===== src/rwcc_pkg.sv =====
// Purpose: Shared constants and types for the radio wake and calibration configuration block.
// Assumes: 125 MHz reference clock, Avalon-MM slave with 32-bit data and byte addresses.
// Notes:   Ripple counter steps are made from the reference clock by a phase accumulator.
`default_nettype none

package rwcc_pkg;

    // Register byte addresses
    localparam logic [7:0] RWCC_CFG_OFFSET  = 8'h18;
    localparam logic [7:0] RWCC_STAT_OFFSET = 8'h1c;

    // Configuration field positions
    localparam int RWCC_KEEP_POS   = 0;
    localparam int RWCC_PIN_POS    = 1;
    localparam int RWCC_PO_LSB     = 2;
    localparam int RWCC_CAL_LSB    = 4;
    localparam logic [7:0] RWCC_CFG_RESET = 8'h04;
    localparam logic [7:0] RWCC_CFG_MASK  = 8'h3f;

    // Status field positions
    localparam int RWCC_ST_RDY_POS  = 0;
    localparam int RWCC_ST_XON_POS  = 1;
    localparam int RWCC_ST_PH_LSB   = 2;
    localparam int RWCC_ST_EXP_LSB  = 4;

    // Expiry counts per timeout setting
    localparam logic [8:0] RWCC_EXP_0 = 9'h001;
    localparam logic [8:0] RWCC_EXP_1 = 9'h010;
    localparam logic [8:0] RWCC_EXP_2 = 9'h040;
    localparam logic [8:0] RWCC_EXP_3 = 9'h100;

    // Timing of timeout setting 2
    localparam longint RWCC_CLK_PERIOD_NS = 8;
    localparam longint RWCC_T2_MIN_NS     = 149000;
    localparam longint RWCC_T2_MAX_NS     = 155000;
    localparam longint RWCC_T2_MID_NS     = (RWCC_T2_MIN_NS + RWCC_T2_MAX_NS) / 2;
    localparam longint RWCC_T2_STEPS      = 64 * 64;
    localparam int     RWCC_T2_MIN_CYC    = int'((RWCC_T2_MIN_NS + RWCC_CLK_PERIOD_NS - 1) / RWCC_CLK_PERIOD_NS);
    localparam int     RWCC_T2_MAX_CYC    = int'(RWCC_T2_MAX_NS / RWCC_CLK_PERIOD_NS);
    localparam int     RWCC_ACC_W         = 16;
    localparam logic [15:0] RWCC_STEP_INC = 16'(((longint'(1) << RWCC_ACC_W) * RWCC_T2_STEPS * RWCC_CLK_PERIOD_NS)
                                                / RWCC_T2_MID_NS);

    // Avalon-MM request
    typedef struct packed {
        logic        read;
        logic        write;
        logic [7:0]  address;
        logic [31:0] writedata;
        logic [3:0]  byteenable;
    } rwcc_avs_req_type;

endpackage : rwcc_pkg

`default_nettype wire


===== src/rwcc_wake_cal.sv =====
// Purpose: Wake timeout, auto-calibration schedule, pin control and crystal keep-alive.
// Assumes: All inputs synchronous to ref_clk_i; event inputs are one-cycle pulses.
// Notes:   Avalon slave answers every access two edges after it starts.
`default_nettype none

module rwcc_wake_cal
    import rwcc_pkg::*;
#(
    parameter logic [15:0] STEP_INC = RWCC_STEP_INC
) (
    // Clock and reset
    input  wire logic              ref_clk_i,
    input  wire logic              arst_n_i,
    // Avalon-MM slave
    input  wire rwcc_avs_req_type  avs_req_i,
    output logic [31:0]            avs_readdata_o,
    output logic                   avs_waitrequest_o,
    // Radio state events
    input  wire logic              crystal_oscillator_stable_i,
    input  wire logic              sleep_i,
    input  wire logic              idle_to_active_i,
    input  wire logic              auto_idle_i,
    input  wire logic              cal_strobe_i,
    input  wire logic              pin_radio_req_i,
    // Results
    output logic                   crystal_enable_o,
    output logic                   chip_ready_low_o,
    output logic                   fs_cal_start_o,
    output logic                   pin_radio_req_o
);

    logic [7:0]  cfg_q;
    logic        ack_q;
    logic [31:0] rdata_q;
    logic [15:0] acc_q;
    logic [5:0]  ripple_q;
    logic [8:0]  expiry_q;
    logic [1:0]  phase_q;
    logic        ready_q;
    logic        cal_q;
    logic        pin_q;
    logic        step;
    logic        expire;
    logic [8:0]  target;
    logic [1:0]  cal_sel;
    logic        cal_d;
    logic        sel_cfg;
    logic        sel_stat;
    logic [31:0] status;
    logic [15:0] run_cyc_q;
    logic        run_clean_q;

    assign cal_sel  = cfg_q[RWCC_CAL_LSB +: 2];
    assign sel_cfg  = (avs_req_i.address == RWCC_CFG_OFFSET);
    assign sel_stat = (avs_req_i.address == RWCC_STAT_OFFSET);

    // Bus wait: one wait cycle, then accept
    assign avs_waitrequest_o = (avs_req_i.read | avs_req_i.write) & ~ack_q;
    always_ff @(posedge ref_clk_i or negedge arst_n_i) begin
        if (!arst_n_i) begin
            ack_q <= 1'b0;
        end else begin
            ack_q <= (avs_req_i.read | avs_req_i.write) & ~ack_q;
        end
    end

    // Status view
    always_comb begin
        status                            = 32'h0000_0000;
        status[RWCC_ST_RDY_POS]           = ready_q;
        status[RWCC_ST_XON_POS]           = crystal_enable_o;
        status[RWCC_ST_PH_LSB +: 2]       = phase_q;
        status[RWCC_ST_EXP_LSB +: 9]      = expiry_q;
    end

    // Read data, captured during the wait cycle; unmapped reads return zero
    always_ff @(posedge ref_clk_i or negedge arst_n_i) begin
        if (!arst_n_i) begin
            rdata_q <= 32'h0000_0000;
        end else if (avs_req_i.read && !ack_q) begin
            rdata_q <= sel_cfg ? {24'h00_0000, cfg_q} : (sel_stat ? status : 32'h0000_0000);
        end
    end
    assign avs_readdata_o = rdata_q;

    // Configuration write on the accepting edge; reserved bits stay zero
    always_ff @(posedge ref_clk_i or negedge arst_n_i) begin
        if (!arst_n_i) begin
            cfg_q <= RWCC_CFG_RESET;
        end else if (avs_req_i.write && ack_q && sel_cfg && avs_req_i.byteenable[0]) begin
            cfg_q <= avs_req_i.writedata[7:0] & RWCC_CFG_MASK;
        end
    end

    // Crystal runs unless asleep without keep-alive
    assign crystal_enable_o = ~sleep_i | cfg_q[RWCC_KEEP_POS];

    // Ripple step generator at crystal-like rate
    assign step = acc_q > (16'hffff - STEP_INC);
    always_ff @(posedge ref_clk_i or negedge arst_n_i) begin
        if (!arst_n_i) begin
            acc_q <= 16'h0000;
        end else if (!(crystal_enable_o && crystal_oscillator_stable_i)) begin
            acc_q <= 16'h0000;
        end else begin
            acc_q <= acc_q + STEP_INC;
        end
    end

    // Expiry target from timeout field
    always_comb begin
        unique case (cfg_q[RWCC_PO_LSB +: 2])
            2'd0: target = RWCC_EXP_0;
            2'd1: target = RWCC_EXP_1;
            2'd2: target = RWCC_EXP_2;
            2'd3: target = RWCC_EXP_3;
        endcase
    end

    // Six-bit ripple counter and expiry count after crystal is stable
    assign expire = step && (ripple_q == 6'h3f);
    always_ff @(posedge ref_clk_i or negedge arst_n_i) begin
        if (!arst_n_i) begin
            ripple_q <= 6'h00;
            expiry_q <= 9'h000;
        end else if (!(crystal_enable_o && crystal_oscillator_stable_i)) begin
            ripple_q <= 6'h00;
            expiry_q <= 9'h000;
        end else begin
            if (step) begin
                ripple_q <= ripple_q + 6'h01;
            end
            if (expire && !ready_q) begin
                expiry_q <= expiry_q + 9'h001;
            end
        end
    end

    // Ready once enough expiries seen; lost with the crystal
    always_ff @(posedge ref_clk_i or negedge arst_n_i) begin
        if (!arst_n_i) begin
            ready_q <= 1'b0;
        end else if (!(crystal_enable_o && crystal_oscillator_stable_i)) begin
            ready_q <= 1'b0;
        end else if (expiry_q >= target) begin
            ready_q <= 1'b1;
        end
    end
    assign chip_ready_low_o = ~ready_q;

    // Crystal run length and whether config held still, for the timeout window check
    always_ff @(posedge ref_clk_i or negedge arst_n_i) begin
        if (!arst_n_i) begin
            run_cyc_q   <= 16'h0000;
            run_clean_q <= 1'b1;
        end else if (!(crystal_enable_o && crystal_oscillator_stable_i)) begin
            run_cyc_q   <= 16'h0000;
            run_clean_q <= 1'b1;
        end else begin
            if (run_cyc_q != 16'hffff) begin
                run_cyc_q <= run_cyc_q + 16'h0001;  // Saturates on long timeouts
            end
            if (avs_req_i.write && ack_q && sel_cfg) begin
                run_clean_q <= 1'b0;  // Mid-count change moves the target
            end
        end
    end

    // Calibration decision per schedule
    always_comb begin
        cal_d = cal_strobe_i;
        unique case (cal_sel)
            2'd0: cal_d = cal_strobe_i;
            2'd1: cal_d = cal_strobe_i | idle_to_active_i;
            2'd2: cal_d = cal_strobe_i | auto_idle_i;
            2'd3: cal_d = cal_strobe_i | (auto_idle_i && phase_q == 2'd3);
        endcase
    end

    // Count automatic returns to idle under setting 3
    always_ff @(posedge ref_clk_i or negedge arst_n_i) begin
        if (!arst_n_i) begin
            phase_q <= 2'd0;
        end else if (cal_sel != 2'd3) begin
            phase_q <= 2'd0;
        end else if (auto_idle_i) begin
            phase_q <= phase_q + 2'd1;
        end
    end

    // Registered calibration start and accepted pin requests
    always_ff @(posedge ref_clk_i or negedge arst_n_i) begin
        if (!arst_n_i) begin
            cal_q <= 1'b0;
            pin_q <= 1'b0;
        end else begin
            cal_q <= cal_d;
            pin_q <= pin_radio_req_i & cfg_q[RWCC_PIN_POS];
        end
    end
    assign fs_cal_start_o  = cal_q;
    assign pin_radio_req_o = pin_q;
endmodule : rwcc_wake_cal

`default_nettype wire


===== config.mk =====
export PLATFORM = sky130hd
export DESIGN_NAME = rwcc_wake_cal
export DESIGN_NICKNAME = d
export VERILOG_FILES = /design/src/rwcc_pkg.sv /design/src/rwcc_wake_cal.sv
export SDC_FILE = /design/constraint.sdc
export NUM_CORES = 1
export LEC_CHECK = 0
export BUFFER_PORTS_ARGS = -buffer_cell sky130_fd_sc_hd__buf_2
export CAP_MARGIN = 10
export CELL_PAD_IN_SITES_DETAIL_PLACEMENT = 0
export CELL_PAD_IN_SITES_GLOBAL_PLACEMENT = 2
export CORE_MARGIN = 5
export CORE_UTILIZATION = 33
export CTS_CLUSTER_DIAMETER = 30
export DETAILED_ROUTE_END_ITERATION = 8
export GPL_TIMING_DRIVEN = 0
export PLACE_DENSITY = 0.9
export SLEW_MARGIN = 20
export SYNTH_ARGS = -nofsm -noshare
export SYNTH_HDL_FRONTEND = slang
export SYNTH_SLANG_ARGS = --single-unit

===== constraint.sdc =====
create_clock -name ref_clk_i -period 4.1 [get_ports ref_clk_i]
set_input_delay 0.41 -clock ref_clk_i [delete_from_list [all_inputs] [get_ports ref_clk_i]]
set_output_delay 0.41 -clock ref_clk_i [all_outputs]
set_load 0.005 [all_outputs]

==> run metrics, run 1 <==
initial antenna violation count=0; total of cells resized after clock tree synthesis=0; number of flops mapped to enable cells by yosys=0; Die H=about 100 um; maximum clock frequency=503 MHz; # hold bufs at CTS=0; global-route met2 utilization=18.8%; Cell Area, Synth=2700 um^2; final wirelength=approximately 5500 um; Worst setup EP type=flip-flop; count of placed standard cells including taps=419; most heavily used metal layer in global routing=met2; number of remaining DRC errors=0; residual overflow from global routing=0; number of hold violations in the final report=0; Final GP Congestion=~0.73; async set-reset flop share out of synthesis=100%; status=completed; count of unique library cells instantiated by Yosys=45; fin cells=about 430; total of warnings raised by yosys=0; vias in the first global route=a little under 2,000; part of the cycle the worst path needs=approximately 48%; routed via count divided by cell count=about 4.7; Clk Tree Root Cell=sky130_fd_sc_hd__clkbuf_8; clock-pin slew reported for the worst setup and hold paths after clock tree synthesis=approximately 0.10 ns; Post CTS Setup Buffer Count=0; element type at the critical path start=flip-flop; port buffer count=42; Max transition margin=between 50% and 60%; maximum vdd ir drop=~0.16 mV; largest incremental delay on the critical path=between 0.5 and 0.6 ns; IO Pins=91; total global-route track usage=between 10% and 20%; area added between synthesis and finish=19.2%; Initial DRC Count=36; insertion delay of the later-clocked pin in the worst-skew pair=around 0.30 ns; transition time of the tightest slew-check pin=0.652 ns; count of antenna diodes in the layout=0; antenna viol nets, final=0; endpoints failing setup=0; final routed wire length divided by cell count=roughly 13 um; worst-case setup margin in the final layout=2.11 ns; half-perimeter wire length of the detailed placement result=a little over 4000 um; vias after detailed routing=1,992; setup slack at placement=between 2 and 2.5 ns; Leakage Power=between 1.5 and 2 nW; worst clock skew=about 0.0075 ns; number of detailed-routing iterations run before antenna repair=4; CTS tree=yes; RSZ-0062 raised after global routing=false; max-slew violations=0; part of the Yosys area used for sequential elements=between 40% and 50%; GR Layer Usage met3=under 10%; post-route total power=0.970 mW; effective utilization at floorplan=about 33%; number of instances in the synthesized netlist=about 250; number of buffers created by CTS=5; slowest cell on the critical path=sky130_fd_sc_hd__or4_1; Setup Total Neg Slack=0 ns; top_reg_cell synth=sky130_fd_sc_hd__dfrtp_1; total die area=roughly 10,000 um^2; maximum number of buffers from clock root to sink=2; core area=8090 um^2; horizontal die dimension=~100 um; worst hold margin=roughly 0.13 ns; critical path fanouts, max=5; required time reported for the critical path endpoint=4.33 ns; PD cells=roughly 300 nW/um^2; CP cell instances=inv_1 > ha_1 > and4b_4 > o311ai_4 > or4_1 > a21oi_1; Arrival @ worst endpoint=roughly 2.2 ns; global-route wire length before repair=~9400 um; final net count=384; total of flip-flops plus latches after synthesis=52; count of maximum capacitance violations=0; CTS sink count=between 50 and 60; number of H-tree levels=2; met1 global-route usage=between 15 and 20%; minimum period implied by the final worst setup slack=1.99 ns; classification of the worst setup path=reg -> reg; share of post-route cells with drive strength above 1=25.5%; # rows=33; type of the tightest min-delay check=in -> async; pin count of the biggest net entering global routing=53; Post-Syn Area per Cell=~11 um^2
[cells in the mapped netlist, types with 2 or more instances]
cell type / instances / area share [%]
sky130_fd_sc_hd__nor4_1: 2 / 0.46
sky130_fd_sc_hd__inv_1: 8 / 1.1
sky130_fd_sc_hd__xnor2_1: 5 / 1.6
sky130_fd_sc_hd__a221o_1: 6 / 2.2
sky130_fd_sc_hd__nand2_1: 14 / 1.9
sky130_fd_sc_hd__a21oi_1: 12 / 2.2
sky130_fd_sc_hd__clkbuf_1: 3 / 0.42
sky130_fd_sc_hd__a31oi_1: 3 / 0.69
sky130_fd_sc_hd__nand3_1: 7 / 1.3
sky130_fd_sc_hd__or3_1: 6 / 1.4
sky130_fd_sc_hd__a22o_1: 7 / 2.3
sky130_fd_sc_hd__buf_4: 20 / 5.6
sky130_fd_sc_hd__nor2_1: 18 / 2.5
sky130_fd_sc_hd__nand4b_1: 2 / 0.65
sky130_fd_sc_hd__ha_1: 9 / 4.2
sky130_fd_sc_hd__or4_1: 5 / 1.4
sky130_fd_sc_hd__xor2_1: 5 / 1.6
sky130_fd_sc_hd__dfrtp_1: 51 / 47
sky130_fd_sc_hd__o21ai_0: 12 / 2.2
sky130_fd_sc_hd__and3b_1: 2 / 0.65
sky130_fd_sc_hd__nor3_2: 3 / 1.1
sky130_fd_sc_hd__nand2b_1: 6 / 1.4
sky130_fd_sc_hd__nor3_1: 3 / 0.56
sky130_fd_sc_hd__o31ai_1: 8 / 2.2
sky130_fd_sc_hd__and4_1: 2 / 0.65
sky130_fd_sc_hd__mux2_2: 3 / 1.2
sky130_fd_sc_hd__mux2i_1: 4 / 1.5
sky130_fd_sc_hd__mux2_1: 3 / 1.2
sky130_fd_sc_hd__and2_1: 9 / 2.1
[cells in the final DEF, fill, tap and decap left out, types with 3 or more instances in the layout]
master	instances
sky130_fd_sc_hd__dfrtp_1	51
sky130_fd_sc_hd__buf_2	42
sky130_fd_sc_hd__buf_4	21
sky130_fd_sc_hd__conb_1	19
sky130_fd_sc_hd__nor2_1	18
sky130_fd_sc_hd__nand2_1	14
sky130_fd_sc_hd__o21ai_0	12
sky130_fd_sc_hd__a21oi_1	12
sky130_fd_sc_hd__and2_1	9
sky130_fd_sc_hd__ha_1	9
sky130_fd_sc_hd__inv_1	8
sky130_fd_sc_hd__o31ai_1	8
sky130_fd_sc_hd__nand3_1	7
sky130_fd_sc_hd__a22o_1	7
sky130_fd_sc_hd__nand2b_1	6
sky130_fd_sc_hd__or3_1	6
sky130_fd_sc_hd__a221o_1	6
sky130_fd_sc_hd__xor2_1	5
sky130_fd_sc_hd__xnor2_1	5
sky130_fd_sc_hd__or4_1	5
sky130_fd_sc_hd__clkbuf_8	5
sky130_fd_sc_hd__clkbuf_1	4
sky130_fd_sc_hd__mux2i_1	4
sky130_fd_sc_hd__nor3_2	3
sky130_fd_sc_hd__nor3_1	3
sky130_fd_sc_hd__a31oi_1	3
sky130_fd_sc_hd__mux2_2	3
sky130_fd_sc_hd__mux2_1	3
[layer usage]
layer	up-vias	part of all wire [%]
li1	1015	-
met1	942	47
met2	31	48
met3	4	4.5
met4	0	0.51
met5	-	0
[registers in the layout, summed over array words and instances, names as in the netlist]
register	cells
acc_q	12
pin_radio_req_o	1
ripple_q	6
fs_cal_start_o	1
cfg_q	6
phase_q	2
ack_q	1
expiry_q	9
ready_q	1
avs_readdata_o	13
[per-stage QoR]
step	utilization, %	area (um^2)
6_report	39.8	3220
2_1_floorplan	-	2770
5_1_grt	39.8	3220
3_3_place_gp	38.5	3110
4_1_cts	39.8	3220
3_5_place_dp	38.5	3110
[area by class of cell]
type,instances,area (um^2)
fill,846,4870
sequential,52,1300
multi-input combinational,187,1260
timing repair buffer,42,213
buffer,25,178
tap,105,131
clock buffer,6,72.6
clock inverter,2,35.0
inverter,8,30.0
[critical path, delay by kind of cell, from the launching register on]
family	cells	cell delay [ns]
buffers and inverters	1	0.08
AOI/OAI and AO/OA	2	0.30
DFF	1	0.40
adders and majority gates	1	0.24
and+or+nand+nor	2	0.90
[where the power goes]
part	internal (mW)	total, mW	switching (mW)	leakage [nW]
Clock	0.181	0.349	0.167	0.0552
Combinational	0.0401	0.0891	0.0490	0.806
Sequential	0.522	0.533	0.0107	0.712
Total	0.743	0.970	0.227	1.57
[kinds of logic after synthesis]
group / after synthesis / share of synthesized area [%]
mux: 10 / 3.98
other cells: 1 / 0.139
fa+ha+maj: 9 / 4.17
compound gates: 54 / 14.4
xor+xnor: 10 / 3.24
buf+inv: 33 / 7.68
simple gates: 85 / 18.2
flops: 52 / 48.2
[final timing paths]
| kind | start | endpoint | slack, ns | cells after the start |
|---|---|---|---|---|
| min reg2reg | ack_q | ack_q | 0.46 | 1 |
| max reg2reg | acc_q[4] | expiry_q[5] | 2.11 | 6 |
| max in group asynchronous | arst_n_i | ripple_q[2] | 3.53 | 1 |
| min in group ref_clk_i | cal_strobe_i | fs_cal_start_o | 0.30 | 3 |
| max | acc_q[4] | expiry_q[5] | 2.11 | 6 |
| min | arst_n_i | phase_q[0] | 0.13 | 1 |
Power figures use the tool's default switching activity.
==> run 2: changes to the inputs <==
CORE_UTILIZATION = 28   (was 33)
PLACE_DENSITY = 0.82   (was 0.9)
clock period = 1.7 ns   (was 4.1 ns; I/O delays follow)
==> run 2 against run 1 <==
  * Via count rose by 1.4%
  * First-iteration DRC count up 75%
  * Clock power grew 110%
  * Clock skew is 0.0057 ns higher
  * The run now ends with setup timing left
  * Sequential share of layout area shrank 1.5 points
  * Fmax up 12%
==> run metrics, run 2 (synthesized netlist as in run 1, its figures left out) <==
area added between synthesis and finish=24.1% (was 19.2%); transition time of the tightest slew-check pin=0.679 ns (was 0.652 ns); number of buffers created by CTS=5 (unchanged); worst clock skew=0.0131 ns (was 0.00748 ns); vias in the first global route=2,008 (was 1,927); sequential share of power=56.5% (was 54.9%); Worst setup EP type=flip-flop (unchanged); count of maximum capacitance violations=0 (unchanged); effective utilization at floorplan=29.0% (was 33.4%); CTS tree=yes (unchanged); Setup Total Neg Slack=-0.325 ns (was 0 ns); met1 global-route usage=14.8% (was 15.3%); launch point of the critical path=acc_q[4] (unchanged); IO Pins=91 (unchanged); final net count=392 (was 384); GR Layer Usage met3=2.57% (was 2.63%); number of detailed-routing iterations run before antenna repair=4 (unchanged); switching power share of the total=25.0% (was 23.4%); Net Switching=0.568 mW (was 0.227 mW); minimum period implied by the final worst setup slack=1.77 ns (was 1.99 ns); RSZ-0062 raised after global routing=true (was false); launch point of the worst reg-to-reg path=acc_q[4] (unchanged); cell count of the worst reg-to-reg path=6 (unchanged); Cell Int Power=1.70 mW (was 0.743 mW); PD cells=677 nW/um^2 (was 301 nW/um^2); clock-pin slew reported for the worst setup and hold paths after clock tree synthesis=0.10 ns (about the same); number of remaining DRC errors=0 (unchanged); count of antenna diodes in the layout=0 (unchanged); CTS sink count=52 (unchanged); top library cells by usage in the layout, fill and taps aside=50 x sky130_fd_sc_hd__dfrtp_1, 42 x sky130_fd_sc_hd__buf_2, 27 x sky130_fd_sc_hd__buf_4, 19 x sky130_fd_sc_hd__conb_1, 17 x sky130_fd_sc_hd__nor2_1 (was 51 x sky130_fd_sc_hd__dfrtp_1, 42 x sky130_fd_sc_hd__buf_2, 21 x sky130_fd_sc_hd__buf_4, 19 x sky130_fd_sc_hd__conb_1, 18 x sky130_fd_sc_hd__nor2_1); core area=9330 um^2 (was 8090 um^2); most heavily used metal layer in global routing=met2 (unchanged); number of hold violations in the final report=0 (unchanged); total global-route track usage=10.1% (was 11.3%); Final GP Congestion=0.731 (was 0.728); total die area=11,700 um^2 (was 10,100 um^2); initial antenna violation count=0 (unchanged); endpoints failing setup=8 (was 0); critical path endpoint=expiry_q[6] (was expiry_q[5]); type of the tightest min-delay check=in -> reg (was in -> async); required time reported for the critical path endpoint=1.94 ns (was 4.33 ns); element type at the critical path start=flip-flop (unchanged); relative contribution of the clock network to total power=32.9% (was 35.9%); insertion delay of the later-clocked pin in the worst-skew pair=0.30 ns (about the same); final wirelength=5700 um (was 5450 um); commonest non-fill, non-tap cell in the layout=sky130_fd_sc_hd__dfrtp_1 (unchanged); filler instances=954 (was 846); residual overflow from global routing=0 (unchanged); share of post-route cells with drive strength above 1=30.6% (was 25.5%); part of the cycle the worst path needs=104% (was 48.5%); status=finished with violations (was completed); # rows=35 (was 33); classification of the worst setup path=reg -> reg (unchanged); final routed wire length divided by cell count=12.4 um (was 12.8 um); global-route met2 utilization=15.5% (was 18.8%); critical path fanouts, max=6 (was 5); setup slack at placement=-0.143 ns (was 2.11 ns); number of H-tree levels=2 (unchanged); Arrival @ worst endpoint=2.01 ns (was 2.22 ns); maximum vdd ir drop=0.322 mV (was 0.163 mV); Initial DRC Count=63 (was 36); Max transition margin=54.8% (was 56.5%); Die H=108 um (was 100 um); horizontal die dimension=108 um (was 100 um); Clk Tree Root Cell=sky130_fd_sc_hd__clkbuf_8 (unchanged); max FFs per register=13 (unchanged); Leakage Power=1.61 nW (was 1.57 nW); global-route wire length before repair=9700 um (was 9360 um); worst reg-to-reg setup slack=-0.07 ns (was 2.11 ns); antenna viol nets, final=0 (unchanged); maximum clock frequency=564 MHz (was 503 MHz); pin count of the biggest net entering global routing=53 (unchanged); r2r endpoint=expiry_q[6] (was expiry_q[5]); maximum number of buffers from clock root to sink=2 (unchanged); violations in the final reports=setup timing; routed via count divided by cell count=4.40 (was 4.67); worst-case setup margin in the final layout=-0.0720 ns (was 2.11 ns); max-slew violations=0 (unchanged); half-perimeter wire length of the detailed placement result=4200 um (was 4120 um); power share of the combinational group=10.6% (was 9.2%); HP Start=cal_strobe_i; vias after detailed routing=2,020 (was 1,992); port buffer count=42 (unchanged)
[run 2: cell count changes in the layout (fill, tap and decap cells not counted), moves of 2 or more]
cell	before	now
sky130_fd_sc_hd__buf_4	21	27
sky130_fd_sc_hd__a21oi_1	12	10
sky130_fd_sc_hd__a21oi_2	0	2
sky130_fd_sc_hd__clkinvlp_4	0	2
sky130_fd_sc_hd__inv_1	8	6
sky130_fd_sc_hd__inv_2	0	2
[run 2: final cells by class]
class / instances / area (um^2) / share of cell area [%]
plain buffers: 25 / 178 / 5.30
clock buffers: 6 / 82.6 / 2.46
clock inverters: 2 / 15.0 / 0.448
inverters: 8 / 30.0 / 0.896
multi-input cells: 187 / 1300 / 38.9
flip-flops and latches: 52 / 1300 / 38.9
well taps: 129 / 161 / 4.81
repair buffers: 50 / 279 / 8.32
[run 2: through the flow]
| stage | hold WS, ns | utilization, % | cell area (um^2) | cells | total power, mW |
|---|---|---|---|---|---|
| 6_report | 0.0541 | 35.9 | 3350 | 459 | 2.27 |
| 5_1_grt | 0.0457 | 35.9 | 3350 | 459 | 2.38 |
| 4_1_cts | 0.0449 | 35.6 | 3320 | 459 | 2.31 |
| 3_5_place_dp | 0.255 | 33.7 | 3150 | 443 | 1.53 |
| 3_3_place_gp | 0.371 | 33.7 | 3140 | 443 | 1.52 |
| 2_1_floorplan | -0.126 | - | 2770 | 272 | 1.44 |
[run 2: what timing repair did]
| action | in CTS | in global routing |
|---|---|---|
| pin swaps | 2 | 8 |
| resized for setup | 5 | 9 |
| setup endpoints to repair | 10 | 13 |
| buffers inserted | 6 | 0 |
| hold buffers | 1 | 0 |
| endpoints found under the hold margin | 51 | 0 |
| cloned | 1 | 0 |
[run 2: worst min-delay path by stage]
stage / endpoint / cells past startpoint / slack, ns
floorplan: acc_q[10] / 0 / -0.13
global placement: fs_cal_start_o / 3 / 0.37
detailed placement: ripple_q[0] / 1 / 0.26
CTS: fs_cal_start_o / 3 / 0.04
global route: fs_cal_start_o / 3 / 0.05
finish: fs_cal_start_o / 3 / 0.05
[run 2: power groups by stage]
| stage | Clock, mW | Combinational, mW | Sequential (mW) |
|---|---|---|---|
| after floorplan | 0 | 0.136 | 1.30 |
| after global placement | 0 | 0.216 | 1.31 |
| after detailed placement | 0 | 0.219 | 1.31 |
| after CTS | 0.785 | 0.241 | 1.28 |
| after global routing | 0.818 | 0.277 | 1.29 |
| final | 0.746 | 0.242 | 1.28 |
[run 2: routing by layer]
layer / part of all wire (%) / routed length, um / up-vias
met1: 50 / 2870 / 955
met3: 4.1 / 233 / 2
li1: - / - / 1033
met2: 45 / 2590 / 30
met4: 0.19 / 11 / 0
met5: 0 / 0 / -
[run 2: critical path: stages (launching register included)]
cell and delay (ns):
sky130_fd_sc_hd__dfrtp_1 0.37, sky130_fd_sc_hd__inv_2 0.06, sky130_fd_sc_hd__ha_4 0.15, sky130_fd_sc_hd__and4b_4 0.36, sky130_fd_sc_hd__o311ai_4 0.15, sky130_fd_sc_hd__or4_1 0.49, sky130_fd_sc_hd__a21oi_1 0.13
